`config.mk`:
```
export PLATFORM = sky130hd
export DESIGN_NAME = cpusr_regs
export DESIGN_NICKNAME = d
export VERILOG_FILES = /design/src/cpusr_pkg.sv /design/src/cpusr_regs.sv /design/src/cpusr_flags.sv
export SDC_FILE = /design/constraint.sdc
export NUM_CORES = 1
export LEC_CHECK = 0
export ABC_AREA = 1
export BUFFER_PORTS_ARGS = -buffer_cell sky130_fd_sc_hd__clkbuf_2
export CAP_MARGIN = 40
export CORE_AREA = 4 4 76 92
export DETAILED_ROUTE_END_ITERATION = 10
export DIE_AREA = 0 0 80 96
export GPL_ROUTABILITY_DRIVEN = 0
export PLACE_DENSITY = 0.79
export SYNTH_ARGS = -nofsm -noshare
export SYNTH_HDL_FRONTEND = slang
export SYNTH_SLANG_ARGS = --single-unit
```
`constraint.sdc`:
```
create_clock -name CORE_CLK_IN -period 2.3 [get_ports CORE_CLK_IN]
set_input_delay 0.115 -clock CORE_CLK_IN [delete_from_list [all_inputs] [get_ports CORE_CLK_IN]]
set_output_delay 0.115 -clock CORE_CLK_IN [all_outputs]
set_load 0.03 [all_outputs]
```
`src/cpusr_pkg.sv`:
```
// Package of offsets, field positions and reset values for the status and mask registers
package cpusr_pkg;

   // Register indices; byte address is four times the index
   localparam logic [7:0]  CPUSR_STATUS_IDX   = 8'hd0;
   localparam logic [7:0]  CPUSR_MASK_IDX     = 8'hdd;
   localparam int          CPUSR_ADDR_W       = 12;
   localparam logic [11:0] CPUSR_STATUS_ADDR  = {2'h0, CPUSR_STATUS_IDX, 2'h0};
   localparam logic [11:0] CPUSR_MASK_ADDR    = {2'h0, CPUSR_MASK_IDX, 2'h0};

   // Status word field positions
   localparam int CPUSR_CARRY_POS  = 7;
   localparam int CPUSR_ZERO_POS   = 6;
   localparam int CPUSR_SIGN_POS   = 5;
   localparam int CPUSR_OVFL_POS   = 4;
   localparam int CPUSR_ATYPE_POS  = 3;
   localparam int CPUSR_HALF_POS   = 2;
   localparam int CPUSR_QISR_POS   = 1;
   localparam int CPUSR_BANK_POS   = 0;

   // Values after reset
   localparam logic [7:0] CPUSR_STATUS_RST = 8'h00;
   localparam logic [7:0] CPUSR_MASK_RST   = 8'h00;

   // Bus answer states
   typedef enum logic [1:0] {
      CPUSR_BUS_IDLE,
      CPUSR_BUS_ACK
   } cpusr_bus_type;

endpackage

```
`src/cpusr_regs.sv`:
```
// Status word and interrupt level mask registers with APB access and core-side updates
`timescale 1ns/10ps
module cpusr_regs
   import cpusr_pkg::*;
(
   input  wire logic                    CORE_CLK_IN,
   input  wire logic                    RST_IN,
   input  wire logic                    CE_IN,
   // APB slave
   input  wire logic                    PSEL_IN,
   input  wire logic                    PENABLE_IN,
   input  wire logic                    PWRITE_IN,
   input  wire logic [CPUSR_ADDR_W-1:0] PADDR_IN,
   input  wire logic [31:0]             PWDATA_IN,
   input  wire logic [3:0]              PSTRB_IN,
   output logic [31:0]                  PRDATA_OUT,
   output logic                         PREADY_OUT,
   output logic                         PSLVERR_OUT,
   // Core arithmetic port
   input  wire logic                    ALU_STB_IN,
   input  wire logic [7:0]              ALU_A_IN,
   input  wire logic [7:0]              ALU_B_IN,
   input  wire logic                    ALU_SUB_IN,
   input  wire logic                    ALU_CARRY_IN,
   output logic [7:0]                   ALU_RESULT_OUT,
   // Fast interrupt tracking
   input  wire logic                    QUICK_ISR_ENTER_IN,
   input  wire logic                    ISR_RETURN_OP_IN,
   // Interrupt levels
   input  wire logic [7:0]              LEVEL_REQUEST_IN,
   output logic [7:0]                   LEVEL_REQUEST_OUT,
   output logic [7:0]                   LEVEL_ENABLE_MASK_OUT,
   output logic [7:0]                   STATUS_WORD_OUT,
   output logic                         BANK_SEL_OUT
);

   logic [7:0]    status_word;
   logic [7:3]    arith_flags;
   logic          quick_isr_active;
   logic          bank_sel;
   logic [7:0]    level_enable_mask;
   cpusr_bus_type bus_state;
   logic [7:0]    alu_result;
   logic          f_carry;
   logic          f_zero;
   logic          f_sign;
   logic          f_ovfl;
   logic          hit_status;
   logic          hit_mask;
   logic          access;
   logic          wr_en;

   // Flag computation for the current core operation
   cpusr_flags u_flags (
      .a_in       (ALU_A_IN),
      .b_in       (ALU_B_IN),
      .sub_in     (ALU_SUB_IN),
      .carry_in   (ALU_CARRY_IN),
      .result_out (alu_result),
      .carry_out  (f_carry),
      .zero_out   (f_zero),
      .sign_out   (f_sign),
      .ovfl_out   (f_ovfl)
   );

   // Address decode
   assign hit_status = (PADDR_IN == CPUSR_STATUS_ADDR);
   assign hit_mask   = (PADDR_IN == CPUSR_MASK_ADDR);
   assign access     = PSEL_IN && PENABLE_IN && (bus_state == CPUSR_BUS_ACK) && CE_IN;
   // Only the low byte lane holds data, so only its strobe matters
   assign wr_en      = access && PWRITE_IN && PSTRB_IN[0];

   // One wait state lets read data come from a flop
   always_ff @(posedge CORE_CLK_IN) begin
      if (RST_IN) begin
         bus_state <= CPUSR_BUS_IDLE;
      end else if (CE_IN) begin
         case (bus_state)
            CPUSR_BUS_IDLE: begin
               if (PSEL_IN && PENABLE_IN) begin
                  bus_state <= CPUSR_BUS_ACK;
               end
            end
            CPUSR_BUS_ACK: begin
               bus_state <= CPUSR_BUS_IDLE;
            end
            default: begin
               bus_state <= CPUSR_BUS_IDLE;
            end
         endcase
      end
   end

   // Handshake answers; ready drops while the clock enable freezes state
   assign PREADY_OUT  = (bus_state == CPUSR_BUS_ACK) && CE_IN;
   assign PSLVERR_OUT = PREADY_OUT && PSEL_IN && PENABLE_IN && !(hit_status || hit_mask);

   // Read data captured the cycle before the answer
   always_ff @(posedge CORE_CLK_IN) begin
      if (RST_IN) begin
         PRDATA_OUT <= 32'h0000_0000;
      end else if (CE_IN && PSEL_IN && PENABLE_IN && (bus_state == CPUSR_BUS_IDLE)) begin
         if (hit_status) begin
            PRDATA_OUT <= {24'h00_0000, status_word};
         end else if (hit_mask) begin
            PRDATA_OUT <= {24'h00_0000, level_enable_mask};
         end else begin
            PRDATA_OUT <= 32'h0000_0000;
         end
      end
   end

   // Arithmetic flags: a core update wins over a bus write in the same cycle
   always_ff @(posedge CORE_CLK_IN) begin
      if (RST_IN) begin
         arith_flags <= CPUSR_STATUS_RST[7:3];
      end else if (CE_IN) begin
         if (ALU_STB_IN) begin
            arith_flags[CPUSR_CARRY_POS] <= f_carry;
            arith_flags[CPUSR_ZERO_POS]  <= f_zero;
            arith_flags[CPUSR_SIGN_POS]  <= f_sign;
            arith_flags[CPUSR_OVFL_POS]  <= f_ovfl;
            arith_flags[CPUSR_ATYPE_POS] <= ALU_SUB_IN;
         end else if (wr_en && hit_status) begin
            arith_flags <= PWDATA_IN[7:3];
         end
      end
   end

   // Word assembled from separate flops; half-carry is not implemented and reads zero
   assign status_word = {arith_flags, 1'b0, quick_isr_active, bank_sel};

   // Fast service bit ignores bus writes; entry wins over a same-cycle return
   always_ff @(posedge CORE_CLK_IN) begin
      if (RST_IN) begin
         quick_isr_active <= CPUSR_STATUS_RST[CPUSR_QISR_POS];
      end else if (CE_IN) begin
         if (QUICK_ISR_ENTER_IN) begin
            quick_isr_active <= 1'b1;
         end else if (ISR_RETURN_OP_IN) begin
            quick_isr_active <= 1'b0;
         end
      end
   end

   // Bank select bit
   always_ff @(posedge CORE_CLK_IN) begin
      if (RST_IN) begin
         bank_sel <= CPUSR_STATUS_RST[CPUSR_BANK_POS];
      end else if (CE_IN && wr_en && hit_status) begin
         bank_sel <= PWDATA_IN[CPUSR_BANK_POS];
      end
   end

   // Level mask register
   always_ff @(posedge CORE_CLK_IN) begin
      if (RST_IN) begin
         level_enable_mask <= CPUSR_MASK_RST;
      end else if (CE_IN && wr_en && hit_mask) begin
         level_enable_mask <= PWDATA_IN[7:0];
      end
   end

   // Result register for the core
   always_ff @(posedge CORE_CLK_IN) begin
      if (RST_IN) begin
         ALU_RESULT_OUT <= 8'h00;
      end else if (CE_IN && ALU_STB_IN) begin
         ALU_RESULT_OUT <= alu_result;
      end
   end

   // Masked levels are removed before the core sees them
   assign LEVEL_REQUEST_OUT     = LEVEL_REQUEST_IN & level_enable_mask;
   assign LEVEL_ENABLE_MASK_OUT = level_enable_mask;
   assign STATUS_WORD_OUT       = status_word;
   assign BANK_SEL_OUT          = status_word[CPUSR_BANK_POS];

endmodule

```
`src/cpusr_flags.sv`:
```
// Arithmetic unit that forms the result and the flag values of one add or subtract
`timescale 1ns/10ps
module cpusr_flags
   import cpusr_pkg::*;
(
   input  wire logic [7:0] a_in,
   input  wire logic [7:0] b_in,
   input  wire logic       sub_in,
   input  wire logic       carry_in,
   output logic [7:0]      result_out,
   output logic            carry_out,
   output logic            zero_out,
   output logic            sign_out,
   output logic            ovfl_out
);

   logic [8:0] wide;

   // Nine-bit sum or difference; bit 8 is carry out or borrow
   always_comb begin
      if (sub_in) begin
         wide = {1'b0, a_in} - {1'b0, b_in} - {8'h00, carry_in};
      end else begin
         wide = {1'b0, a_in} + {1'b0, b_in} + {8'h00, carry_in};
      end
   end

   // Flag derivation
   assign result_out = wide[7:0];
   assign carry_out  = wide[8];
   assign zero_out   = (wide[7:0] == 8'h00);
   assign sign_out   = wide[7];
   // Overflow: operand signs vs. result sign, flipped for subtract
   assign ovfl_out   = ((a_in[7] ^ b_in[7]) == sub_in) && (wide[7] != a_in[7]);

endmodule

```
==> run_summary.xml, run 1 <==
<?xml version="1.0" encoding="UTF-8"?>
<metrics>
  <group name="critical_path">
    <metric name="worst-path-max-fanout" unit="">4</metric>
    <metric name="worst_ep_required_time" unit="ns">2.51</metric>
    <metric name="crit_path_start_kind" unit="">primary input</metric>
    <metric name="critPathArrivalTime" unit="ns">2.12</metric>
    <metric name="regToRegSetupSlack" unit="ns">0.80</metric>
    <metric name="crit_chain" unit="">clkbuf_2, inv_1, fa_1, inv_1, ha_1, o21ai_0, nand2_1, nand2_1, nand3b_1, nand3_1, nand2_2, nor2_1, nand3_1, a21oi_1</metric>
    <metric name="slowest_delay" unit="ns">0.53</metric>
    <metric name="setup.worst_path.end_class" unit="">register</metric>
    <metric name="worst_path_max_delay_cell" unit="">sky130_fd_sc_hd__fa_1</metric>
    <metric name="critPathKind" unit="">primary input to register</metric>
  </group>
  <group name="logic_synthesis">
    <metric name="yosysTopAreaCellShare" unit="%">24.1</metric>
    <metric name="synthesis.area" unit="sq um">2660</metric>
    <metric name="seq_area_frac_synth" unit="%">24.1</metric>
    <metric name="synth-warning-count" unit="">0</metric>
    <metric name="leading_post_synthesis_cells_by_cell_area" unit="">sky130_fd_sc_hd__dfxtp_1 24%, sky130_fd_sc_hd__nand2_1 12%, sky130_fd_sc_hd__ha_1 9.9%</metric>
    <metric name="postSynth.topFlopCell" unit="">sky130_fd_sc_hd__dfxtp_1</metric>
    <metric name="post_synth_most_frequent_cells" unit="">83 x sky130_fd_sc_hd__nand2_1, 67 x sky130_fd_sc_hd__inv_1, 37 x sky130_fd_sc_hd__nor2_1, 32 x sky130_fd_sc_hd__dfxtp_1</metric>
    <metric name="postSynthRegisterBits" unit="">32</metric>
    <metric name="synth_cell_type_count" unit="">36</metric>
    <metric name="yosys.area.top_type" unit="">sky130_fd_sc_hd__dfxtp_1</metric>
    <metric name="asyncSetResetFlopFracSynth" unit="%">0</metric>
    <metric name="synth_cells" unit="">405</metric>
    <metric name="count_of_flip_flops_with_a_built_in_enable_after_synthesis" unit="">0</metric>
    <metric name="postSynthAreaPerCell" unit="sq um">6.57</metric>
    <metric name="yosys.cell_count.top_type" unit="">sky130_fd_sc_hd__nand2_1</metric>
  </group>
  <group name="place">
    <metric name="place_ws" unit="ns">0.0852</metric>
    <metric name="dp.final_hpwl" unit="mm">5.59</metric>
    <metric name="count_of_port_buffers_added_during_placement" unit="">97</metric>
    <metric name="placed_area" unit="sq um">3110</metric>
  </group>
  <group name="detailed_routing">
    <metric name="antenna_violating_nets_post_route" unit="">0</metric>
    <metric name="drtIter0Drc" unit="">119</metric>
    <metric name="route.detailed.drc" unit="">0</metric>
    <metric name="drt-wirelength-per-cell" unit="microns">11.4</metric>
    <metric name="postRouteWirelength" unit="mm">6.63</metric>
    <metric name="drt_pass1_iterations" unit="">4</metric>
    <metric name="avgViaCountPerCell" unit="">4.72</metric>
    <metric name="via_count" unit="">2750</metric>
  </group>
  <group name="timing">
    <metric name="setup_repair_after_global_routing_missed_its_margin" unit="">false</metric>
    <metric name="setup_ws" unit="ns">0.389</metric>
    <metric name="setup_violations" unit="">0</metric>
    <metric name="worst_pin_slew" unit="ns">0.671</metric>
    <metric name="final.setup.tns" unit="ns">0</metric>
    <metric name="slew_headroom" unit="%">55.2</metric>
    <metric name="fin_crit" unit="ns">1.91</metric>
    <metric name="finClkSkew" unit="ns">0.00559</metric>
    <metric name="smallest_hold_slack" unit="ns">0.0695</metric>
    <metric name="slew_violations" unit="">0</metric>
    <metric name="fmaxAchievable" unit="MHz">523</metric>
    <metric name="hold_viol" unit="">0</metric>
    <metric name="final_period_util" unit="%">83.1</metric>
  </group>
  <group name="final_layout">
    <metric name="post-route-cell-area" unit="sq um">3240</metric>
    <metric name="drive_above_1_share" unit="%">24.0</metric>
    <metric name="antenna-diode-count" unit="">0</metric>
    <metric name="fin_nets" unit="">608</metric>
    <metric name="area.growth.synth_to_final" unit="%">21.7</metric>
  </group>
  <group name="clock_network">
    <metric name="postCtsResizedCells" unit="">0</metric>
    <metric name="cts.reportedPaths.clkPinSlew" unit="ns">0.07</metric>
    <metric name="cts_htree_levels" unit="">2</metric>
    <metric name="tritoncts_clock_tree" unit="">built</metric>
    <metric name="clk_root_buffer_cell" unit="">sky130_fd_sc_hd__clkbuf_8</metric>
    <metric name="cts_hold_buffers" unit="">0</metric>
    <metric name="cts_max_path_buffers" unit="">2</metric>
    <metric name="cts_setup_buffers" unit="">0</metric>
    <metric name="numCtsBuffers" unit="">5</metric>
    <metric name="numClockSinks" unit="">32</metric>
    <metric name="insertion_delay" unit="ns">0.28</metric>
  </group>
  <group name="floorplanning">
    <metric name="chipHeight" unit="microns">96</metric>
    <metric name="floorplan.die.width" unit="microns">80</metric>
    <metric name="die-area" unit="sq um">7680</metric>
    <metric name="design.portCount" unit="">150</metric>
    <metric name="start_util" unit="%">44.0</metric>
    <metric name="floorplan.core_area" unit="sq um">6050</metric>
    <metric name="core.rowCount" unit="">31</metric>
  </group>
  <group name="power">
    <metric name="pwr_density_cell" unit="nW/um^2">531</metric>
    <metric name="total_leakage_power" unit="nW">1.90</metric>
    <metric name="report.power.total" unit="mW">1.72</metric>
    <metric name="vdd_ir_drop_max" unit="mV">0.305</metric>
  </group>
  <group name="global_routing">
    <metric name="grt_pass1_vias" unit="">2527</metric>
    <metric name="antenna_found_initial" unit="">0</metric>
    <metric name="wire_length_of_the_first_global_routing_pass" unit="mm">10.5</metric>
    <metric name="grt_remaining_overflow" unit="">0</metric>
    <metric name="groute.usage.overall" unit="%">16.9</metric>
    <metric name="grt_max_degree" unit="">27</metric>
  </group>
  <group name="min_path">
    <metric name="hp-class" unit="">primary input to register</metric>
  </group>
  <group name="outcome">
    <metric name="outcome" unit="">complete, no violations</metric>
  </group>
  <group name="flow_run">
    <metric name="max_cap_viols" unit="">0</metric>
  </group>
</metrics>
==> path summary, 6_finish.rpt <==
check | from | end | cells past startpoint
setup / recovery | ALU_B_IN[0] | arith_flags[6] | 14
hold / removal | QUICK_ISR_ENTER_IN | quick_isr_active | 3
setup reg to reg | bus_state[0] | LEVEL_ENABLE_MASK_OUT[3] | 6
hold reg to reg | quick_isr_active | quick_isr_active | 2
==> critical path, delay by kind of cell <==
family	cells	cell delay (ns)
simple gates	7	0.73
fa+ha+maj	2	0.70
buf+inv	3	0.20
compound gates	2	0.36
==> placed cells by master, fill, tap and decap left out, drive strengths merged <==
master  synthesis  routed
clkbuf          4     104
nand2          87      87
inv            69      69
nor2           39      39
o21ai          33      33
dfxtp          32      32
nand3          31      31
conb            1      25
ha             21      21
a21oi          21      21
a31oi           6       6
o211ai          6       6
nand4           4       4
fa              4       4
nor3            3       3
nand3b          2       2
xor2            2       2
a211oi          2       2
clkinv          2       2
nor4            2       2
or2             1       1
o21a            1       1
o21bai          1       1
and2            1       1
bufinv          0       1
buf            30       1
==> power breakdown <==
part	switching (mW)	total [mW]	internal, mW	leakage [nW]
logic	0.363	0.542	0.179	1.58
clock network	0.201	0.583	0.382	0.0645
registers	0.0163	0.596	0.580	0.261
==> flip-flops by register name (all words and copies together) (netlist names) <==
name and count:
arith_flags 5, ALU_RESULT_OUT 8, LEVEL_ENABLE_MASK_OUT 8, quick_isr_active 1, bus_state 1, PRDATA_OUT 8
BANK_SEL_OUT 1
==> through the flow <==
stage,util [%],std cells
floorplan,-,429
global placement,51.5,575
detailed placement,51.5,575
CTS,53.6,583
global route,53.6,583
finish,53.6,583
==> cell type report <==
type | count | area [sq um]
fill | 637 | 2810
multi-input combinational | 292 | 1610
sequential | 32 | 641
timing repair buffer | 98 | 493
inverter | 71 | 272
tap | 82 | 103
clock buffer | 7 | 96.3
clock inverter | 1 | 30.0
==> cell families (layout without fill, tap and decap cells) <==
group / count (synthesis) / after routing / synth area share [%]
other cells: 1 / 25 / 0.141
xor+xnor: 2 / 2 / 0.658
fa+ha+maj: 25 / 25 / 12.9
buf+inv: 105 / 177 / 19.0
flops: 32 / 32 / 24.1
simple gates: 170 / 170 / 28.8
compound gates: 70 / 70 / 14.5
==> per-layer routing <==
layer  part of all wire (%)  track usage (%)
met1                     38             16.6
met2                     54             35.2
met3                    7.6             2.53
met4                   0.59             5.35
met5                      0                0
No activity file was read; power rests on OpenSTA's default activity.
==> inputs of run 2 (changes only) <==
Settings changed: ABC_AREA 1 to 0, CORE_AREA 4 4 76 92 to 4 4 74 90, DIE_AREA 0 0 80 96 to 0 0 78 94, PLACE_DENSITY 0.79 to 0.8.
Clock period 2.3 ns to 1.9 ns, I/O delays scaled along.
==> run_summary.xml, run 2 <==
<?xml version="1.0" encoding="UTF-8"?>
<metrics>
  <group name="critical_path">
    <metric name="critical_path.n_buffers_inverters" unit="">2</metric>
    <metric name="crit_path_start_kind" unit="">primary input</metric>
    <metric name="crit_chain" unit="">buf_12, fa_2, ha_2, o21ai_4, buf_4, a311oi_1, xnor2_1, nand2_1, o21ai_0, or4_1, a31oi_1</metric>
    <metric name="setup.worst_path.end_class" unit="">register</metric>
    <metric name="slowest_delay" unit="ns">0.60</metric>
    <metric name="worst_path_max_delay_cell" unit="">sky130_fd_sc_hd__fa_2</metric>
    <metric name="worst_ep_required_time" unit="ns">2.12</metric>
    <metric name="worstRegToRegCells" unit="">7</metric>
    <metric name="critPathKind" unit="">primary input to register</metric>
    <metric name="crit_family" unit="">adder cells</metric>
    <metric name="worst-path-max-fanout" unit="">3</metric>
    <metric name="r2r-start" unit="">bus_state[0]</metric>
    <metric name="critPathArrivalTime" unit="ns">2.49</metric>
    <metric name="regToRegSetupSlack" unit="ns">0.21</metric>
    <metric name="r2r_end" unit="">arith_flags[5]</metric>
  </group>
  <group name="final_layout">
    <metric name="area.growth.synth_to_final" unit="%">45.1</metric>
    <metric name="final_common_cell" unit="">sky130_fd_sc_hd__clkbuf_2</metric>
    <metric name="fin_nets" unit="">567</metric>
    <metric name="layout.cells.most_common_list" unit="">94 x sky130_fd_sc_hd__clkbuf_2, 53 x sky130_fd_sc_hd__buf_4, 39 x sky130_fd_sc_hd__nor2_1</metric>
    <metric name="antenna-diode-count" unit="">0</metric>
    <metric name="drive_above_1_share" unit="%">40.0</metric>
  </group>
  <group name="timing">
    <metric name="setup_repair_after_global_routing_missed_its_margin" unit="">true</metric>
    <metric name="fin_crit" unit="ns">2.27</metric>
    <metric name="final_period_util" unit="%">120</metric>
    <metric name="fmaxAchievable" unit="MHz">440</metric>
    <metric name="setup_violations" unit="">6</metric>
    <metric name="slew_headroom" unit="%">57.0</metric>
    <metric name="hold_viol" unit="">0</metric>
    <metric name="setup_ws" unit="ns">-0.374</metric>
    <metric name="slew_violations" unit="">0</metric>
    <metric name="smallest_hold_slack" unit="ns">0.0436</metric>
    <metric name="finClkSkew" unit="ns">0.00776</metric>
    <metric name="final.setup.tns" unit="ns">-1.24</metric>
    <metric name="worst_pin_slew" unit="ns">0.645</metric>
  </group>
  <group name="global_routing">
    <metric name="groute.usage.overall" unit="%">18.7</metric>
    <metric name="grt_pass1_vias" unit="">2555</metric>
    <metric name="grt_max_degree" unit="">32</metric>
    <metric name="grt_remaining_overflow" unit="">0</metric>
    <metric name="antenna_found_initial" unit="">0</metric>
    <metric name="wire_length_of_the_first_global_routing_pass" unit="mm">11.2</metric>
  </group>
  <group name="min_path">
    <metric name="hp-class" unit="">primary input to register</metric>
    <metric name="timing.hold.worst_path_depth" unit="">3</metric>
    <metric name="hold_path.startpoint" unit="">PWDATA_IN[2]</metric>
    <metric name="min_to" unit="">LEVEL_ENABLE_MASK_OUT[2]</metric>
  </group>
  <group name="flow_run">
    <metric name="max_cap_viols" unit="">0</metric>
  </group>
  <group name="logic_synthesis">
    <metric name="postSynthRegisterBits" unit="">32</metric>
    <metric name="leading_post_synthesis_cells_by_cell_area" unit="">sky130_fd_sc_hd__dfxtp_1 26%, sky130_fd_sc_hd__ha_1 11%, sky130_fd_sc_hd__buf_4 8.1%</metric>
    <metric name="yosysTopAreaCellShare" unit="%">25.6</metric>
    <metric name="count_of_flip_flops_with_a_built_in_enable_after_synthesis" unit="">0</metric>
    <metric name="synth_cells" unit="">312</metric>
    <metric name="post_synth_most_frequent_cells" unit="">41 x sky130_fd_sc_hd__nor2_1, 32 x sky130_fd_sc_hd__dfxtp_1, 27 x sky130_fd_sc_hd__buf_4, 25 x sky130_fd_sc_hd__inv_1, 22 x sky130_fd_sc_hd__nand2_1</metric>
    <metric name="synth-warning-count" unit="">0</metric>
    <metric name="yosys.area.top_type" unit="">sky130_fd_sc_hd__dfxtp_1</metric>
    <metric name="postSynthAreaPerCell" unit="sq um">8.01</metric>
    <metric name="synthesis.area" unit="sq um">2500</metric>
    <metric name="postSynth.topFlopCell" unit="">sky130_fd_sc_hd__dfxtp_1</metric>
    <metric name="seq_area_frac_synth" unit="%">25.6</metric>
    <metric name="synth_cell_type_count" unit="">48</metric>
    <metric name="asyncSetResetFlopFracSynth" unit="%">0</metric>
    <metric name="yosys.cell_count.top_type" unit="">sky130_fd_sc_hd__nor2_1</metric>
  </group>
  <group name="power">
    <metric name="report.power.total" unit="mW">2.38</metric>
    <metric name="power_switching" unit="mW">0.775</metric>
    <metric name="intPower" unit="mW">1.60</metric>
    <metric name="total_leakage_power" unit="nW">1.85</metric>
    <metric name="switching_part_of_the_total_power" unit="%">32.6</metric>
    <metric name="pwr_density_cell" unit="nW/um^2">656</metric>
    <metric name="combPwrFrac" unit="%">39.7</metric>
    <metric name="vdd_ir_drop_max" unit="mV">0.282</metric>
    <metric name="pwr-share-seq" unit="%">30.3</metric>
    <metric name="clock_power_share" unit="%">30.0</metric>
  </group>
  <group name="detailed_routing">
    <metric name="drt-wirelength-per-cell" unit="microns">13.0</metric>
    <metric name="drt_pass1_iterations" unit="">4</metric>
    <metric name="drtIter0Drc" unit="">100</metric>
    <metric name="avgViaCountPerCell" unit="">4.90</metric>
    <metric name="via_count" unit="">2657</metric>
    <metric name="antenna_violating_nets_post_route" unit="">0</metric>
    <metric name="route.detailed.drc" unit="">0</metric>
    <metric name="postRouteWirelength" unit="mm">7.07</metric>
  </group>
  <group name="clock_network">
    <metric name="cts_hold_buffers" unit="">0</metric>
    <metric name="tritoncts_clock_tree" unit="">built</metric>
    <metric name="numCtsBuffers" unit="">5</metric>
    <metric name="cts.reportedPaths.clkPinSlew" unit="ns">0.07</metric>
    <metric name="cts_htree_levels" unit="">2</metric>
    <metric name="clk_root_buffer_cell" unit="">sky130_fd_sc_hd__clkbuf_8</metric>
    <metric name="numClockSinks" unit="">32</metric>
    <metric name="insertion_delay" unit="ns">0.28</metric>
    <metric name="cts_max_path_buffers" unit="">2</metric>
  </group>
  <group name="floorplanning">
    <metric name="design.portCount" unit="">150</metric>
    <metric name="die-area" unit="sq um">7330</metric>
    <metric name="chipHeight" unit="microns">94</metric>
    <metric name="floorplan.die.width" unit="microns">78</metric>
    <metric name="core.rowCount" unit="">31</metric>
    <metric name="floorplan.core_area" unit="sq um">5860</metric>
    <metric name="start_util" unit="%">42.7</metric>
  </group>
  <group name="place">
    <metric name="count_of_port_buffers_added_during_placement" unit="">97</metric>
    <metric name="dp.final_hpwl" unit="mm">5.62</metric>
  </group>
  <group name="outcome">
    <metric name="failing_checks" unit="">negative setup slack</metric>
    <metric name="outcome" unit="">complete, but fails checks</metric>
  </group>
</metrics>
## run 2: cell types whose count changed in the layout (fill, tap and decap cells not counted), moves of 6 or more
| cell | change |
|---|---|
| sky130_fd_sc_hd__inv_1 | -46 |
| sky130_fd_sc_hd__a21oi_1 | -6 |
| sky130_fd_sc_hd__o211ai_1 | -6 |
| sky130_fd_sc_hd__a22oi_1 | +8 |
| sky130_fd_sc_hd__o21ai_0 | -26 |
| sky130_fd_sc_hd__nand3_1 | -22 |
| sky130_fd_sc_hd__mux2i_1 | +14 |
| sky130_fd_sc_hd__a211oi_1 | +7 |
| sky130_fd_sc_hd__nand2_1 | -62 |
| sky130_fd_sc_hd__and2_1 | +9 |
| sky130_fd_sc_hd__buf_4 | +52 |
| sky130_fd_sc_hd__xnor2_1 | +9 |
## run 2: layout make-up
cell class / instances / area, sq um
Tap cell: 82 / 103
Clock buffer: 7 / 96.3
Clock inverter: 1 / 30.0
Fill cell: 488 / 2230
Sequential cell: 32 / 641
Inverter: 25 / 104
Timing Repair Buffer: 152 / 933
Multi-Input combinational cell: 243 / 1720
## run 2: through the flow
step | cell area (sq um) | utilization [%] | setup slack, ns | cells
2_1_floorplan | 2620 | - | -0.420 | 336
3_3_place_gp | 3350 | 57.1 | -0.723 | 529
3_5_place_dp | 3350 | 57.1 | -0.788 | 529
4_1_cts | 3520 | 60.0 | -0.356 | 538
5_1_grt | 3630 | 61.9 | -0.458 | 542
6_report | 3630 | 61.9 | -0.374 | 542
## run 2: what timing repair did
action | CTS | global route
buffers inserted | 3 | 4
pin swaps | 11 | 11
gates resized for setup | 9 | 18
setup endpoints to repair | 7 | 9
## run 2: cell families after synthesis
group                      after synthesis  share of synthesized area [%]
AOI/OAI and AO/OA                       60                           16.5
and+or+nand+nor                        107                           20.9
muxes                                   14                           5.61
DFF                                     32                           25.6
buffers and inverters                   61                           13.3
other                                    1                          0.150
adders and majority gates               25                           13.7
xor gates and xnor gates                12                           4.21
## run 2: power groups by stage
stage	Combinational [mW]	Clock (mW)	Sequential, mW
5_1_grt	1.03	0.763	0.723
4_1_cts	0.858	0.725	0.720
6_report	0.944	0.714	0.720
3_5_place_dp	0.828	0	0.735
2_1_floorplan	0.488	0	0.785
3_3_place_gp	0.801	0	0.734
## run 2: layer usage
layer  global-route usage (%)  routed length, microns  up-vias
met2                     37.3                    3890       82
met1                     18.5                    2620     1242
met4                     7.73                     162        0
met3                     3.55                     395       15
li1                         -                       -     1318
met5                        0                       0        -
## run 2: worst max path at each step
stage,slack (ns),depth (start not counted),startpoint,to
detailed placement,-0.79,11,ALU_A_IN[0],arith_flags[6]
finish,-0.37,11,ALU_A_IN[0],arith_flags[6]
floorplan,-0.42,10,ALU_A_IN[0],arith_flags[6]
global placement,-0.72,11,ALU_A_IN[0],arith_flags[6]
CTS,-0.36,12,ALU_B_IN[0],arith_flags[5]
global route,-0.46,11,ALU_A_IN[0],arith_flags[6]
## run 2: worst register-to-register path: cells and delay by family, from the launching register on
kind	cells	cell delay, ns
AND/OR/NAND/NOR	6	1.01
flip-flops	1	0.35
AO/OA/AOI/OAI	1	0.24
